### src/verilog/crs_pkg.sv
package crs_pkg;
  // ---------------------------------------------------------------
  // timing
  // ---------------------------------------------------------------
  localparam int CRS_CLK_MHZ         = 50;
  localparam int CRS_MIN_LOW_STATES  = 10;
  localparam int CRS_CNT_W           = 4;
  // ---------------------------------------------------------------
  // vector and presets
  // ---------------------------------------------------------------
  localparam logic [23:0] CRS_VEC_ADDR0   = 24'hFFFF00;
  localparam logic [23:0] CRS_VEC_ADDR1   = 24'hFFFF01;
  localparam logic [23:0] CRS_VEC_ADDR2   = 24'hFFFF02;
  localparam logic [31:0] CRS_SP_RESET    = 32'h00000100;
  localparam logic [2:0]  CRS_IMASK_RESET = 3'h7;
  localparam logic        CRS_MAX_RESET   = 1'h1;
  localparam logic [2:0]  CRS_BANK_RESET  = 3'h0;
  localparam logic [1:0]  CRS_VSEL_0      = 2'h0;
  localparam logic [1:0]  CRS_VSEL_1      = 2'h1;
  localparam logic [1:0]  CRS_VSEL_2      = 2'h2;
  localparam logic [1:0]  CRS_VSEL_W      = 2'h3;
  typedef enum logic [2:0] {CRS_IDLE, CRS_HOLD, CRS_FETCH, CRS_WAIT_REL, CRS_RUN} crs_state_t;
endpackage

### src/verilog/crs_reset_seq.sv
`timescale 1ns/1ps
module crs_reset_seq
  import crs_pkg::*;
#(
  parameter int MIN_LOW = CRS_MIN_LOW_STATES
)
(
  input  wire logic        core_clk,
  input  wire logic        sys_rst,
  input  wire logic        rst_in_n,
  input  wire logic [7:0]  mem_rdata,
  output logic      [23:0] mem_addr_q,
  output logic             mem_rd_q,
  output logic      [23:0] pc_q,
  output logic      [31:0] sp_q,
  output logic      [2:0]  imask_q,
  output logic             max_mode_q,
  output logic      [2:0]  bank_q,
  output logic             cpu_hold_q,
  output logic             cpu_start_q,
  output logic             io_init_q,
  output logic             port_gp_q,
  output logic             ale_oe_n_q,
  output logic             rst_accepted_q
);
  // ---------------------------------------------------------------
  // input synchroniser
  // ---------------------------------------------------------------
  logic sync1_q;
  logic sync2_q;
  always_ff @(posedge core_clk) begin
    if (sys_rst) begin
      sync1_q <= 1'b1;
      sync2_q <= 1'b1;
    end else begin
      sync1_q <= rst_in_n;
      sync2_q <= sync1_q;
    end
  end

  // ---------------------------------------------------------------
  // low-state counter
  // ---------------------------------------------------------------
  // a glitch shorter than the minimum count never resets the cpu
  logic [CRS_CNT_W-1:0] cnt_q;
  logic [CRS_CNT_W-1:0] cnt_d;
  wire logic low_w  = ~sync2_q;
  wire logic done_w = (cnt_q >= CRS_CNT_W'(MIN_LOW));
  assign cnt_d = !low_w ? '0 : (done_w ? cnt_q : cnt_q + CRS_CNT_W'(1));
  always_ff @(posedge core_clk) begin
    if (sys_rst) cnt_q <= '0;
    else         cnt_q <= cnt_d;
  end

  // ---------------------------------------------------------------
  // sequencer
  // ---------------------------------------------------------------
  crs_state_t st_q;
  crs_state_t st_d;
  logic [1:0] vsel_q;
  logic [1:0] vsel_d;
  logic       fetch_w;
  logic       take_w;
  logic       mem_rd_dq;
  logic [1:0] tsel_q;
  always_comb begin
    st_d   = st_q;
    vsel_d = vsel_q;
    case (st_q)
      CRS_IDLE, CRS_RUN: begin
        vsel_d = CRS_VSEL_0;
        if (done_w) st_d = CRS_HOLD;
      end
      CRS_HOLD: begin
        st_d = CRS_FETCH;
      end
      CRS_FETCH: begin
        if (vsel_q == CRS_VSEL_W) st_d = CRS_WAIT_REL;
        else vsel_d = vsel_q + 2'h1;
      end
      CRS_WAIT_REL: begin
        if (!low_w) st_d = CRS_RUN;
      end
      default: st_d = CRS_IDLE;
    endcase
  end
  assign fetch_w = (st_q == CRS_FETCH) && (vsel_q != CRS_VSEL_W);
  // byte data stands the cycle after its strobe; the last byte lands after fetch has ended
  assign take_w  = mem_rd_dq;

  always_ff @(posedge core_clk) begin
    if (sys_rst) begin
      st_q      <= CRS_IDLE;
      vsel_q    <= CRS_VSEL_0;
      mem_rd_dq <= 1'b0;
      tsel_q    <= CRS_VSEL_0;
    end else begin
      st_q      <= st_d;
      vsel_q    <= vsel_d;
      mem_rd_dq <= mem_rd_q;
      tsel_q    <= mem_rd_q ? mem_addr_q[1:0] : tsel_q;
    end
  end

  crs_vec_fetch u_fetch (
    .core_clk   (core_clk),
    .sys_rst    (sys_rst),
    .sel        (vsel_q),
    .sel_vld    (fetch_w),
    .mem_addr_q (mem_addr_q),
    .mem_rd_q   (mem_rd_q)
  );

  // ---------------------------------------------------------------
  // cpu state presets
  // ---------------------------------------------------------------
  // data for a read issued at edge n arrives at edge n+1 and is sampled at edge n+2
  wire logic accept_w = (st_q == CRS_HOLD);
  always_ff @(posedge core_clk) begin
    if (sys_rst) begin
      pc_q       <= '0;
      sp_q       <= CRS_SP_RESET;
      imask_q    <= CRS_IMASK_RESET;
      max_mode_q <= CRS_MAX_RESET;
      bank_q     <= CRS_BANK_RESET;
    end else begin
      if (accept_w) begin
        sp_q       <= CRS_SP_RESET;
        imask_q    <= CRS_IMASK_RESET;
        max_mode_q <= CRS_MAX_RESET;
        bank_q     <= CRS_BANK_RESET;
      end
      if (take_w) begin
        case (tsel_q)
          CRS_VSEL_0: pc_q[7:0]   <= mem_rdata;
          CRS_VSEL_1: pc_q[15:8]  <= mem_rdata;
          default:    pc_q[23:16] <= mem_rdata;
        endcase
      end
    end
  end
  // only these fields are touched; all other cpu state lives outside and is kept

  // ---------------------------------------------------------------
  // pin and peripheral controls
  // ---------------------------------------------------------------
  wire logic in_rst_w = (st_d == CRS_HOLD) || (st_d == CRS_FETCH) || (st_d == CRS_WAIT_REL);
  always_ff @(posedge core_clk) begin
    if (sys_rst) begin
      cpu_hold_q     <= 1'b1;
      cpu_start_q    <= 1'b0;
      io_init_q      <= 1'b1;
      port_gp_q      <= 1'b1;
      ale_oe_n_q     <= 1'b1;
      rst_accepted_q <= 1'b0;
    end else begin
      cpu_hold_q     <= in_rst_w || (st_d == CRS_IDLE);
      cpu_start_q    <= (st_q == CRS_WAIT_REL) && (st_d == CRS_RUN);
      io_init_q      <= in_rst_w;
      port_gp_q      <= in_rst_w;
      ale_oe_n_q     <= in_rst_w || (st_d == CRS_IDLE);
      rst_accepted_q <= in_rst_w;
    end
  end
endmodule

### src/verilog/crs_vec_rom_if.sv
`timescale 1ns/1ps
// registered byte fetch from the vector area; one-cycle read latency
module crs_vec_fetch
  import crs_pkg::*;
(
  input  wire logic        core_clk,
  input  wire logic        sys_rst,
  input  wire logic [1:0]  sel,
  input  wire logic        sel_vld,
  output logic      [23:0] mem_addr_q,
  output logic             mem_rd_q
);
  // ---------------------------------------------------------------
  // address decode
  // ---------------------------------------------------------------
  wire logic [23:0] addr_w = (sel == CRS_VSEL_0) ? CRS_VEC_ADDR0 :
                             (sel == CRS_VSEL_1) ? CRS_VEC_ADDR1 : CRS_VEC_ADDR2;

  always_ff @(posedge core_clk) begin
    if (sys_rst) begin
      mem_addr_q <= CRS_VEC_ADDR0;
      mem_rd_q   <= 1'b0;
    end else begin
      mem_addr_q <= addr_w;
      mem_rd_q   <= sel_vld;
    end
  end
endmodule

### config.mk
export PLATFORM = sky130hd
export DESIGN_NAME = crs_reset_seq
export DESIGN_NICKNAME = d
export VERILOG_FILES = /design/src/verilog/crs_pkg.sv /design/src/verilog/crs_reset_seq.sv /design/src/verilog/crs_vec_rom_if.sv
export SDC_FILE = /design/constraint.sdc
export NUM_CORES = 1
export LEC_CHECK = 0
export ABC_AREA = 1
export ABC_CLOCK_PERIOD_IN_PS = 1250
export BUFFER_PORTS_ARGS = -buffer_cell sky130_fd_sc_hd__buf_2
export CELL_PAD_IN_SITES_DETAIL_PLACEMENT = 0
export CELL_PAD_IN_SITES_GLOBAL_PLACEMENT = 1
export CORE_MARGIN = 2
export CORE_UTILIZATION = 31
export DETAILED_ROUTE_END_ITERATION = 12
export GPL_ROUTABILITY_DRIVEN = 0
export PLACE_DENSITY = 0.78
export RECOVER_POWER = 100
export SYNTH_ARGS = -nofsm -noshare
export SYNTH_HDL_FRONTEND = slang
export SYNTH_HIERARCHICAL = 1
export SYNTH_SLANG_ARGS = --single-unit
### constraint.sdc
create_clock -name core_clk -period 1.25 [get_ports core_clk]
set_input_delay 0.125 -clock core_clk [delete_from_list [all_inputs] [get_ports core_clk]]
set_output_delay 0.125 -clock core_clk [all_outputs]
set_load 0.02 [all_outputs]
=== Word-level counts from Yosys, hierarchy flattened ===
Cells that the tools add are included.

* Reduce and logical (&&, ||, !) cells: 18
* $add $sub $neg: 2
* Equal/unequal tests: 13
* Magnitude comparators: 1
* Muxes and demuxes: 7
* Bitwise gates (word level): 1

{| class="wikitable"
|+ Operator list
! operator !! count
|-
| $eq A3 B2 Y1 const B || 4
|-
| $pmux W3 S4 || 1
|-
| $mux W3 || 3
|-
| $reduce_and A2 Y1 || 4
|-
| $reduce_or A2 Y1 || 4
|-
| $eq A3 B1 Y1 const B || 2
|-
| $eq A3 B3 Y1 const B || 2
|-
| $logic_not A3 Y1 || 2
|-
| $add A4 B1 Y4 const B || 1
|-
| $eq A2 B1 Y1 const B || 2
|-
| $ge A4 B4 Y1 const B || 1
|-
| $logic_not A2 Y1 || 2
|-
| $mux W2 || 2
|-
| $ne A2 B2 Y1 const B || 2
|-
| $pmux W2 S2 || 1
|-
| $logic_or A1 B1 Y1 || 3
|-
| $add A2 B1 Y2 const B || 1
|-
| $eq A2 B2 Y1 const B || 1
|-
| $logic_and A1 B1 Y1 || 2
|-
| $reduce_bool A2 Y1 || 1
|-
| $not A1 Y1 || 1
|}

* Logic and storage cells: 58
* Input port bits: 11
* Register bits after elaboration: 67
* Output and inout bits: 94

=== Longest topological paths before layout ===
Gate-level depths: netlist (run 1).

* Word-level depth: 7
* Depth in mapped cells: 8
* Mapped depth without buffers: 8

=== Cells and area by module ===
Netlist (run 1), hierarchy kept.

{| class="wikitable"
|+ By module, submodules not included
! module !! instances !! cells each !! area each (µm²)
|-
| crs_reset_seq || 1 || 245 || 1,889.3
|-
| crs_vec_fetch || 1 || 33 || 260.2
|}

=== Worst setup path before layout (run 1) ===
No wires, ideal clock.

* Path type: reg-to-reg
* Start: register cnt_q[0]
* End: register ale_oe_n_q
* Period minus slack after synthesis: 1,115 ps
* Buffers on the path: 0
* Stages on the path, launching flop included: 9
* Slack: 135 ps
* Arrival: 998 ps
* Library setup time: 116 ps
* Path through: dfxtp_1 > inv_1 > ha_1 > inv_1 > nand2_1 > nand2_1 > nor2_1 > nor3_2 > inv_1

* Word-level cells in the longest chain between the ends: 7
* Elaborated cells on any way between the ends: 10

{| class="wikitable"
|+ RTL lines
! item !! RTL line !! source
|-
| start: declaration || crs_reset_seq.sv:45 || <nowiki>logic [CRS_CNT_W-1:0] cnt_q;</nowiki>
|-
| start signal: assignment || crs_reset_seq.sv:52 || <nowiki>else cnt_q <= cnt_d;</nowiki>
|-
| $ge A4 B4 Y1 (*) || crs_reset_seq.sv:48 || <nowiki>wire logic done_w = (cnt_q >= CRS_CNT_W'(MIN_LOW));</nowiki>
|-
| $mux W3 (*) || crs_reset_seq.sv:72 || <nowiki>if (done_w) st_d = CRS_HOLD;</nowiki>
|-
| $pmux W3 S4 (*) || crs_reset_seq.sv:69 || <nowiki>case (st_q)</nowiki>
|-
| $eq A3 B1 Y1 or $eq A3 B2 Y1 (tied branches) || crs_reset_seq.sv:147 || <nowiki>wire logic in_rst_w = (st_d == CRS_HOLD) || (st_d == CRS_FETCH) || (st_d == CRS_WAIT_REL);</nowiki>
|-
| $logic_or A1 B1 Y1 (2 in a row) || crs_reset_seq.sv:147 ||
|-
| $logic_or A1 B1 Y1 (*) || crs_reset_seq.sv:161 || <nowiki>ale_oe_n_q <= in_rst_w || (st_d == CRS_IDLE);</nowiki>
|-
| end signal: assignment || crs_reset_seq.sv:161 ||
|-
| end: declaration || crs_reset_seq.sv:23 || <nowiki>output logic ale_oe_n_q,</nowiki>
|}

Mark *: on every way between the ends. The rest lies on a longest branch, timed or not.
A chain may end at the register's enable or synchronous reset.

=== Final worst setup path (run 1) ===
Same ends and word-level chain as after synthesis.

==> reports/qor.csv, run 1 <==
metric,value,unit
Hold Fails Final Rpt,0,
clock root buffer,clkbuf_8,
drc violations,0,
htree depth,2,
first-pass GRT wire length,5.84,mm
initial DRC count,38,
crit-path max FO,5,
worst skew pair latency,300,ps
dpl cells,394,
clock-pin transition on the worst setup and hold timing paths,90,ps
Die W,87.3,um
Total Routed Length,3.88,mm
drt wl/cell,9.63,um
All-Layer GR Usage,9.93,%
leakage power total,0.00104,uW
CTS Buf Count,5,
mapped cell area,2150,sq um
"Net count, final",336,
postcts setup bufs,0,
worst r2r src,cnt_q[0],
Slowest cell on crit path,dfxtp_1,
min-delay src,sys_rst,
DP HPWL,2.93,mm
maxcap violations,0,
total die area,7620,sq um
P per Cell Area,1230,nW/um^2
"CP delay by family, top",simple AND/OR/NAND/NOR gates,
layout cells sized above 1,8.67,%
Tightest Hold Check Type,primary input to flip-flop,
Crit path largest cell delay,330,ps
die height,87.3,um
worst path required time,1440,ps
status,"complete, no violations",
fin. max-slew vios,0,
vias per inst,3.93,
peak supply drop,583,uV
Overflow after GRT,0,
buffers plus inverters on the worst setup path,3,
Clock Skews,11.3,ps
CP Class,flip-flop to flip-flop,
endpoint type of the worst setup path,flip-flop,
CP Launch Point,cnt_q[0],
Port Buffers,43,
setup TNS,0,ps
Startpoint Class,flip-flop,
syn_area_per_cell,7.73,sq um
fin cells,403,
initial antenna violation count,0,
Starting Density,31.8,%
Cell variety after synth,22,
total vias in the final route,1582,
Core ar.,6760,sq um
CP most frequent cell,inv_1,
Pre-Repair DR Iteration Count,4,
RSZ-0062 raised after global routing,false,
CTS Buffer Depth,2,
Critical Path AT,1320,ps
P&R area growth vs syn,5.35,%
register area share after synthesis,41.9,%
CTS tree,done,
Cells after Synth,278,
number of placement rows,30,
"Critical Path, Cell by Cell",inv_1 -> ha_1 -> inv_1 -> nand2_1 -> nand2_1 -> nor2_1 -> nor3_2 -> inv_1,
Num Clock Sinks,45,
vias in the first global route,1283,
Setup-failing EPs final,0,
Boundary Pins,105,
Max Fclk,883,MHz
Synth Register Bits,45,
Synth Warn #,6,
Antenna Nets Post-Route,0,
Tmin final,1130,ps
largest net degree at the start of global routing,30,
Final period util,90.6,%
n_diodes,0,
-- cells in the mapped netlist --
| cell type | n | share of area, % |
|---|---|---|
| a21oi_1 | 5 | 1.2 |
| buf_2 | 2 | 0.47 |
| buf_4 | 63 | 22 |
| buf_6 | 2 | 1.0 |
| conb_1 | 4 | 0.70 |
| dfxtp_1 | 45 | 42 |
| ha_1 | 3 | 1.7 |
| inv_1 | 19 | 3.3 |
| inv_2 | 3 | 0.52 |
| nand2_1 | 18 | 3.1 |
| nand2_2 | 1 | 0.29 |
| nand3_1 | 7 | 1.6 |
| nand3_2 | 2 | 0.93 |
| nand4_1 | 1 | 0.29 |
| nor2_1 | 66 | 12 |
| nor2_2 | 1 | 0.29 |
| nor2_4 | 1 | 0.52 |
| nor3_1 | 2 | 0.47 |
| nor3_2 | 1 | 0.47 |
| o21ai_0 | 28 | 6.5 |
| o21ai_1 | 2 | 0.47 |
| or2_2 | 2 | 0.58 |
-- metal layers --
metal,track usage [%],share of wire [%]
met2,15.9,45
met3,2.94,6.5
met4,5.17,2.4
met5,0,0
met1,12.0,46
-- through the flow --
stage	util, %	hold WS [ps]	cell area [sq um]	setup WS [ps]	total power (uW)
2_1_floorplan	-	191	2360	135	1830
3_3_place_gp	32.5	310	2200	155	1710
3_5_place_dp	32.5	310	2200	109	1710
4_1_cts	34.3	67.1	2320	98.3	2820
5_1_grt	33.5	78.7	2260	7.96	2890
6_report	33.5	63.2	2260	118	2780
-- layout make-up --
class                      instances  area [sq um]
clock buffer                       6          72.6
clock inverter                     2          38.8
fill                             765          4490
inverter                          22          86.3
multi-input combinational        201           862
sequential                        45           901
tap                               80           100
timing repair buffer              47           204
-- registers in the layout, indices dropped and copies added, names as in the netlist --
signal / count
pc_q: 24
cnt_q: 4
st_q: 3
tsel_q: 2
u_fetch/mem_addr_q: 2
vsel_q: 2
ale_oe_n_q: 1
cpu_start_q: 1
mem_rd_dq: 1
port_gp_q: 1
rst_accepted_q: 1
sync1_q: 1
sync2_q: 1
u_fetch/mem_rd_q: 1
-- what timing repair did --
action                     4_1_cts  5_1_grt
hold buffers                     1        0
hold endpoints to repair         1        0
setup endpoints to repair        0        1
resized for setup                0        1
-- power by group --
part | total [uW] | switching (uW) | internal [uW]
clock network | 1090 | 494 | 600
registers | 1440 | 2.64 | 1440
logic | 242 | 213 | 28.4
total | 2780 | 710 | 2070
-- worst reg2reg max path, cell delays in order, from the launching register on --
cell     delay (ps)
dfxtp_1         330
inv_1            40
ha_1            180
inv_1            50
nand2_1          60
nand2_1         130
nor2_1           60
nor3_2          120
inv_1            50
-- cells by family (layout without fill, tap and decap cells) --
kind of cell | Yosys count | count (layout) | share of synthesized area (%)
flops | 45 | 45 | 41.9
compound gates | 35 | 35 | 8.15
simple gates | 102 | 102 | 20.1
fa+ha+maj | 3 | 3 | 1.75
other cells | 4 | 61 | 0.698
buf+inv | 89 | 77 | 27.4
-- worst paths after layout --
path         slack (ps)    endpoint  cells after the start
max                 120  ale_oe_n_q                      8
min                  60   mem_rd_dq                      2
max reg2reg         120  ale_oe_n_q                      8
min reg2reg         410     sync2_q                      1
-- layout by cell type, fill, tap and decap left out --
cell type,synthesis,final
a21oi_1,5,5
buf_2,2,10
buf_4,63,2
bufinv_16,0,1
clkbuf_1,0,34
clkbuf_2,0,1
clkbuf_8,0,5
clkinv_4,0,1
clkinvlp_4,0,1
conb_1,4,61
dfxtp_1,45,45
dlygate4sd3_1,0,1
ha_1,3,3
inv_1,19,20
inv_2,3,1
nand2_1,18,18
nand2_2,1,1
nand3_1,7,8
nand3_2,2,1
nand4_1,1,1
nor2_1,66,67
nor2_2,1,1
nor3_1,2,2
nor3_2,1,1
o21ai_0,28,28
o21ai_1,2,2
or2_2,2,2
Power figures use the tool's default switching activity.
==> inputs of run 2 (changes only) <==
--- a/config.mk
+++ b/config.mk
@@ -8,13 +8,13 @@
 export ABC_AREA = 1
 export ABC_CLOCK_PERIOD_IN_PS = 1250
 export BUFFER_PORTS_ARGS = -buffer_cell sky130_fd_sc_hd__buf_2
-export CELL_PAD_IN_SITES_DETAIL_PLACEMENT = 0
-export CELL_PAD_IN_SITES_GLOBAL_PLACEMENT = 1
+export CELL_PAD_IN_SITES_DETAIL_PLACEMENT = 2
+export CELL_PAD_IN_SITES_GLOBAL_PLACEMENT = 2
 export CORE_MARGIN = 2
-export CORE_UTILIZATION = 31
+export CORE_UTILIZATION = 24
 export DETAILED_ROUTE_END_ITERATION = 12
 export GPL_ROUTABILITY_DRIVEN = 0
-export PLACE_DENSITY = 0.78
+export PLACE_DENSITY = 0.79
 export RECOVER_POWER = 100
 export SYNTH_ARGS = -nofsm -noshare
 export SYNTH_HDL_FRONTEND = slang
==> reports/qor.csv, run 2 (synthesis results as in run 1) <==
metric,value,unit,change
status,"complete, no violations",,unchanged
combinational power share,9.1,%,was 8.7%
reg2reg path depth,7,,was 8
Clock Skews,2.63,ps,was 11.3 ps
worst path required time,1440,ps,about the same
Setup-failing EPs final,0,,unchanged
setup TNS,0,ps,unchanged
clock share of power,36.8,%,was 39.4%
initial DRC count,28,,was 38
Tmin final,1150,ps,was 1130 ps
crit-path max FO,4,,was 5
Total Routed Length,4.91,mm,was 3.88 mm
Hold Fails Final Rpt,0,,unchanged
Max Fclk,870,MHz,was 883 MHz
Die W,98.6,um,was 87.3 um
Min-Delay Endpoint,sync1_q,,was mem_rd_dq
Filler cells,1040,,was 765
CP Class,flip-flop to flip-flop,,unchanged
largest net degree at the start of global routing,30,,unchanged
peak supply drop,369,uV,was 583 uV
first-pass GRT wire length,7.83,mm,was 5.84 mm
number of placement rows,34,,was 30
leakage power total,0.00119,uW,was 0.00104 uW
drt wl/cell,11.4,um,was 9.63 um
Starting Density,24.6,%,was 31.8%
fin. max-slew vios,0,,unchanged
drc violations,0,,unchanged
min-delay src,rst_in_n,,was sys_rst
die height,98.6,um,was 87.3 um
DP HPWL,3.91,mm,was 2.93 mm
final core utilization,27.0,%,was 33.5%
flop2flop setup slack,100,ps,was 120 ps
worst r2r src,vsel_q[0],,was cnt_q[0]
Int Pwr,1970,uW,was 2070 uW
clock-pin transition on the worst setup and hold timing paths,80,ps,was 90 ps
maxcap violations,0,,unchanged
Port Buffers,43,,unchanged
P&R area growth vs syn,9.72,%,was 5.35%
hold depth,2,,unchanged
Biggest register,pc_q,,unchanged
htree depth,2,,unchanged
post-layout worst setup margin,100,ps,was 118 ps
Switching Share,26.2,%,was 25.6%
top flop regs,"pc_q: 24 flops, cnt_q: 4 flops, st_q: 3 flops",,unchanged
layout cells sized above 1,25.2,%,was 8.67%
Num Clock Sinks,45,,unchanged
CTS tree,done,,unchanged
worst skew pair latency,290,ps,was 300 ps
P per Cell Area,1130,nW/um^2,was 1230 nW/um^2
"most common cell after layout, fill and taps aside",nor2_1,,unchanged
DP Worst Slack,27.3,ps,was 109 ps
Pre-Repair DR Iteration Count,4,,unchanged
Antenna Nets Post-Route,0,,unchanged
most frequent cells in the layout,"nor2_1 (64), conb_1 (61), buf_2 (43), dfxtp_1 (40), o21ai_0 (28)",,"was nor2_1 (67), conb_1 (61), dfxtp_1 (45), clkbuf_1 (34), o21ai_0 (28)"
Overflow after GRT,0,,unchanged
reg2reg end,vsel_q[0],,was ale_oe_n_q
Critical Path AT,1340,ps,was 1320 ps
n_diodes,0,,unchanged
total vias in the final route,1687,,"was 1,582"
switching pwr,698,uW,was 710 uW
Tightest Hold Check Type,primary input to flip-flop,,unchanged
All-Layer GR Usage,10.0,%,was 9.93%
CTS Buf Count,5,,unchanged
Startpoint Class,flip-flop,,unchanged
"Net count, final",335,,was 336
total die area,9730,sq um,was 7620 sq um
max reg flops,24,,unchanged
vias per inst,3.92,,was 3.93
Final period util,92.0,%,was 90.6%
Boundary Pins,105,,unchanged
register share of total power,54.1,%,was 51.9%
CTS Buffer Depth,2,,unchanged
Core ar.,8720,sq um,was 6760 sq um
initial antenna violation count,0,,unchanged
vias in the first global route,1624,,"was 1,283"
endpoint type of the worst setup path,flip-flop,,unchanged
RSZ-0062 raised after global routing,true,,was false
clock root buffer,clkbuf_8,,unchanged
## run 2: stage by stage
| step | instances | cell area [sq um] | hold slack, ps | total power (uW) |
|---|---|---|---|---|
| after floorplan | 335 | 2360 | 191 | 1830 |
| after global placement | 421 | 2220 | 310 | 1710 |
| after detailed placement | 421 | 2220 | 316 | 1710 |
| after CTS | 429 | 2320 | 2.99 | 2710 |
| after global routing | 430 | 2360 | 13.6 | 2790 |
| final | 430 | 2360 | 12.7 | 2660 |
## run 2: how the worst max path moves through the flow
stage | from | endpoint | slack [ps] | depth (start not counted)
global placement | cnt_q[0] | ale_oe_n_q | 100 | 8
global route | st_q[2] | vsel_q[0] | -4 | 6
detailed placement | cnt_q[0] | ale_oe_n_q | 30 | 8
floorplan | cnt_q[0] | ale_oe_n_q | 140 | 8
finish | vsel_q[0] | vsel_q[0] | 100 | 7
CTS | st_q[2] | vsel_q[0] | 3 | 6
## run 2: per-layer routing
metal,GRT usage (%),wire [um]
met3,2.55,339
met4,2.85,49
met2,17.7,2440
met1,12.0,2080
met5,0,0
## run 2: area by class of cell
cell class | instances | area (sq um) | share of cell area (%)
Sequential cell | 45 | 907 | 38.5
Multi-Input combinational cell | 201 | 895 | 37.9
Timing Repair Buffer | 46 | 238 | 10.1
Tap cell | 108 | 135 | 5.73
Clock buffer | 7 | 96.3 | 4.08
Inverter | 22 | 82.6 | 3.50
Clock inverter | 1 | 5.00 | 0.212
## run 2: critical path, cell delays in order, from the launching register on
cell	delay [ps]
dfxtp_2	350
ha_1	220
inv_2	70
nand3_2	100
nand2_2	120
o21ai_0	90
nand2_1	70
nor2_1	40
## run 2: power groups by stage
| stage | registers [uW] | clock network (uW) | logic, uW |
|---|---|---|---|
| after detailed placement | 1480 | 0 | 239 |
| final | 1440 | 979 | 243 |
| after global placement | 1470 | 0 | 239 |
| after global routing | 1440 | 1090 | 263 |
| after CTS | 1440 | 1030 | 240 |
| after floorplan | 1480 | 0 | 349 |
## run 2: repair_timing
action,in CTS,in global routing
endpoints found under the setup margin,0,11
hold buffers,0,0
gates resized for setup,0,16
setup buffers,0,1
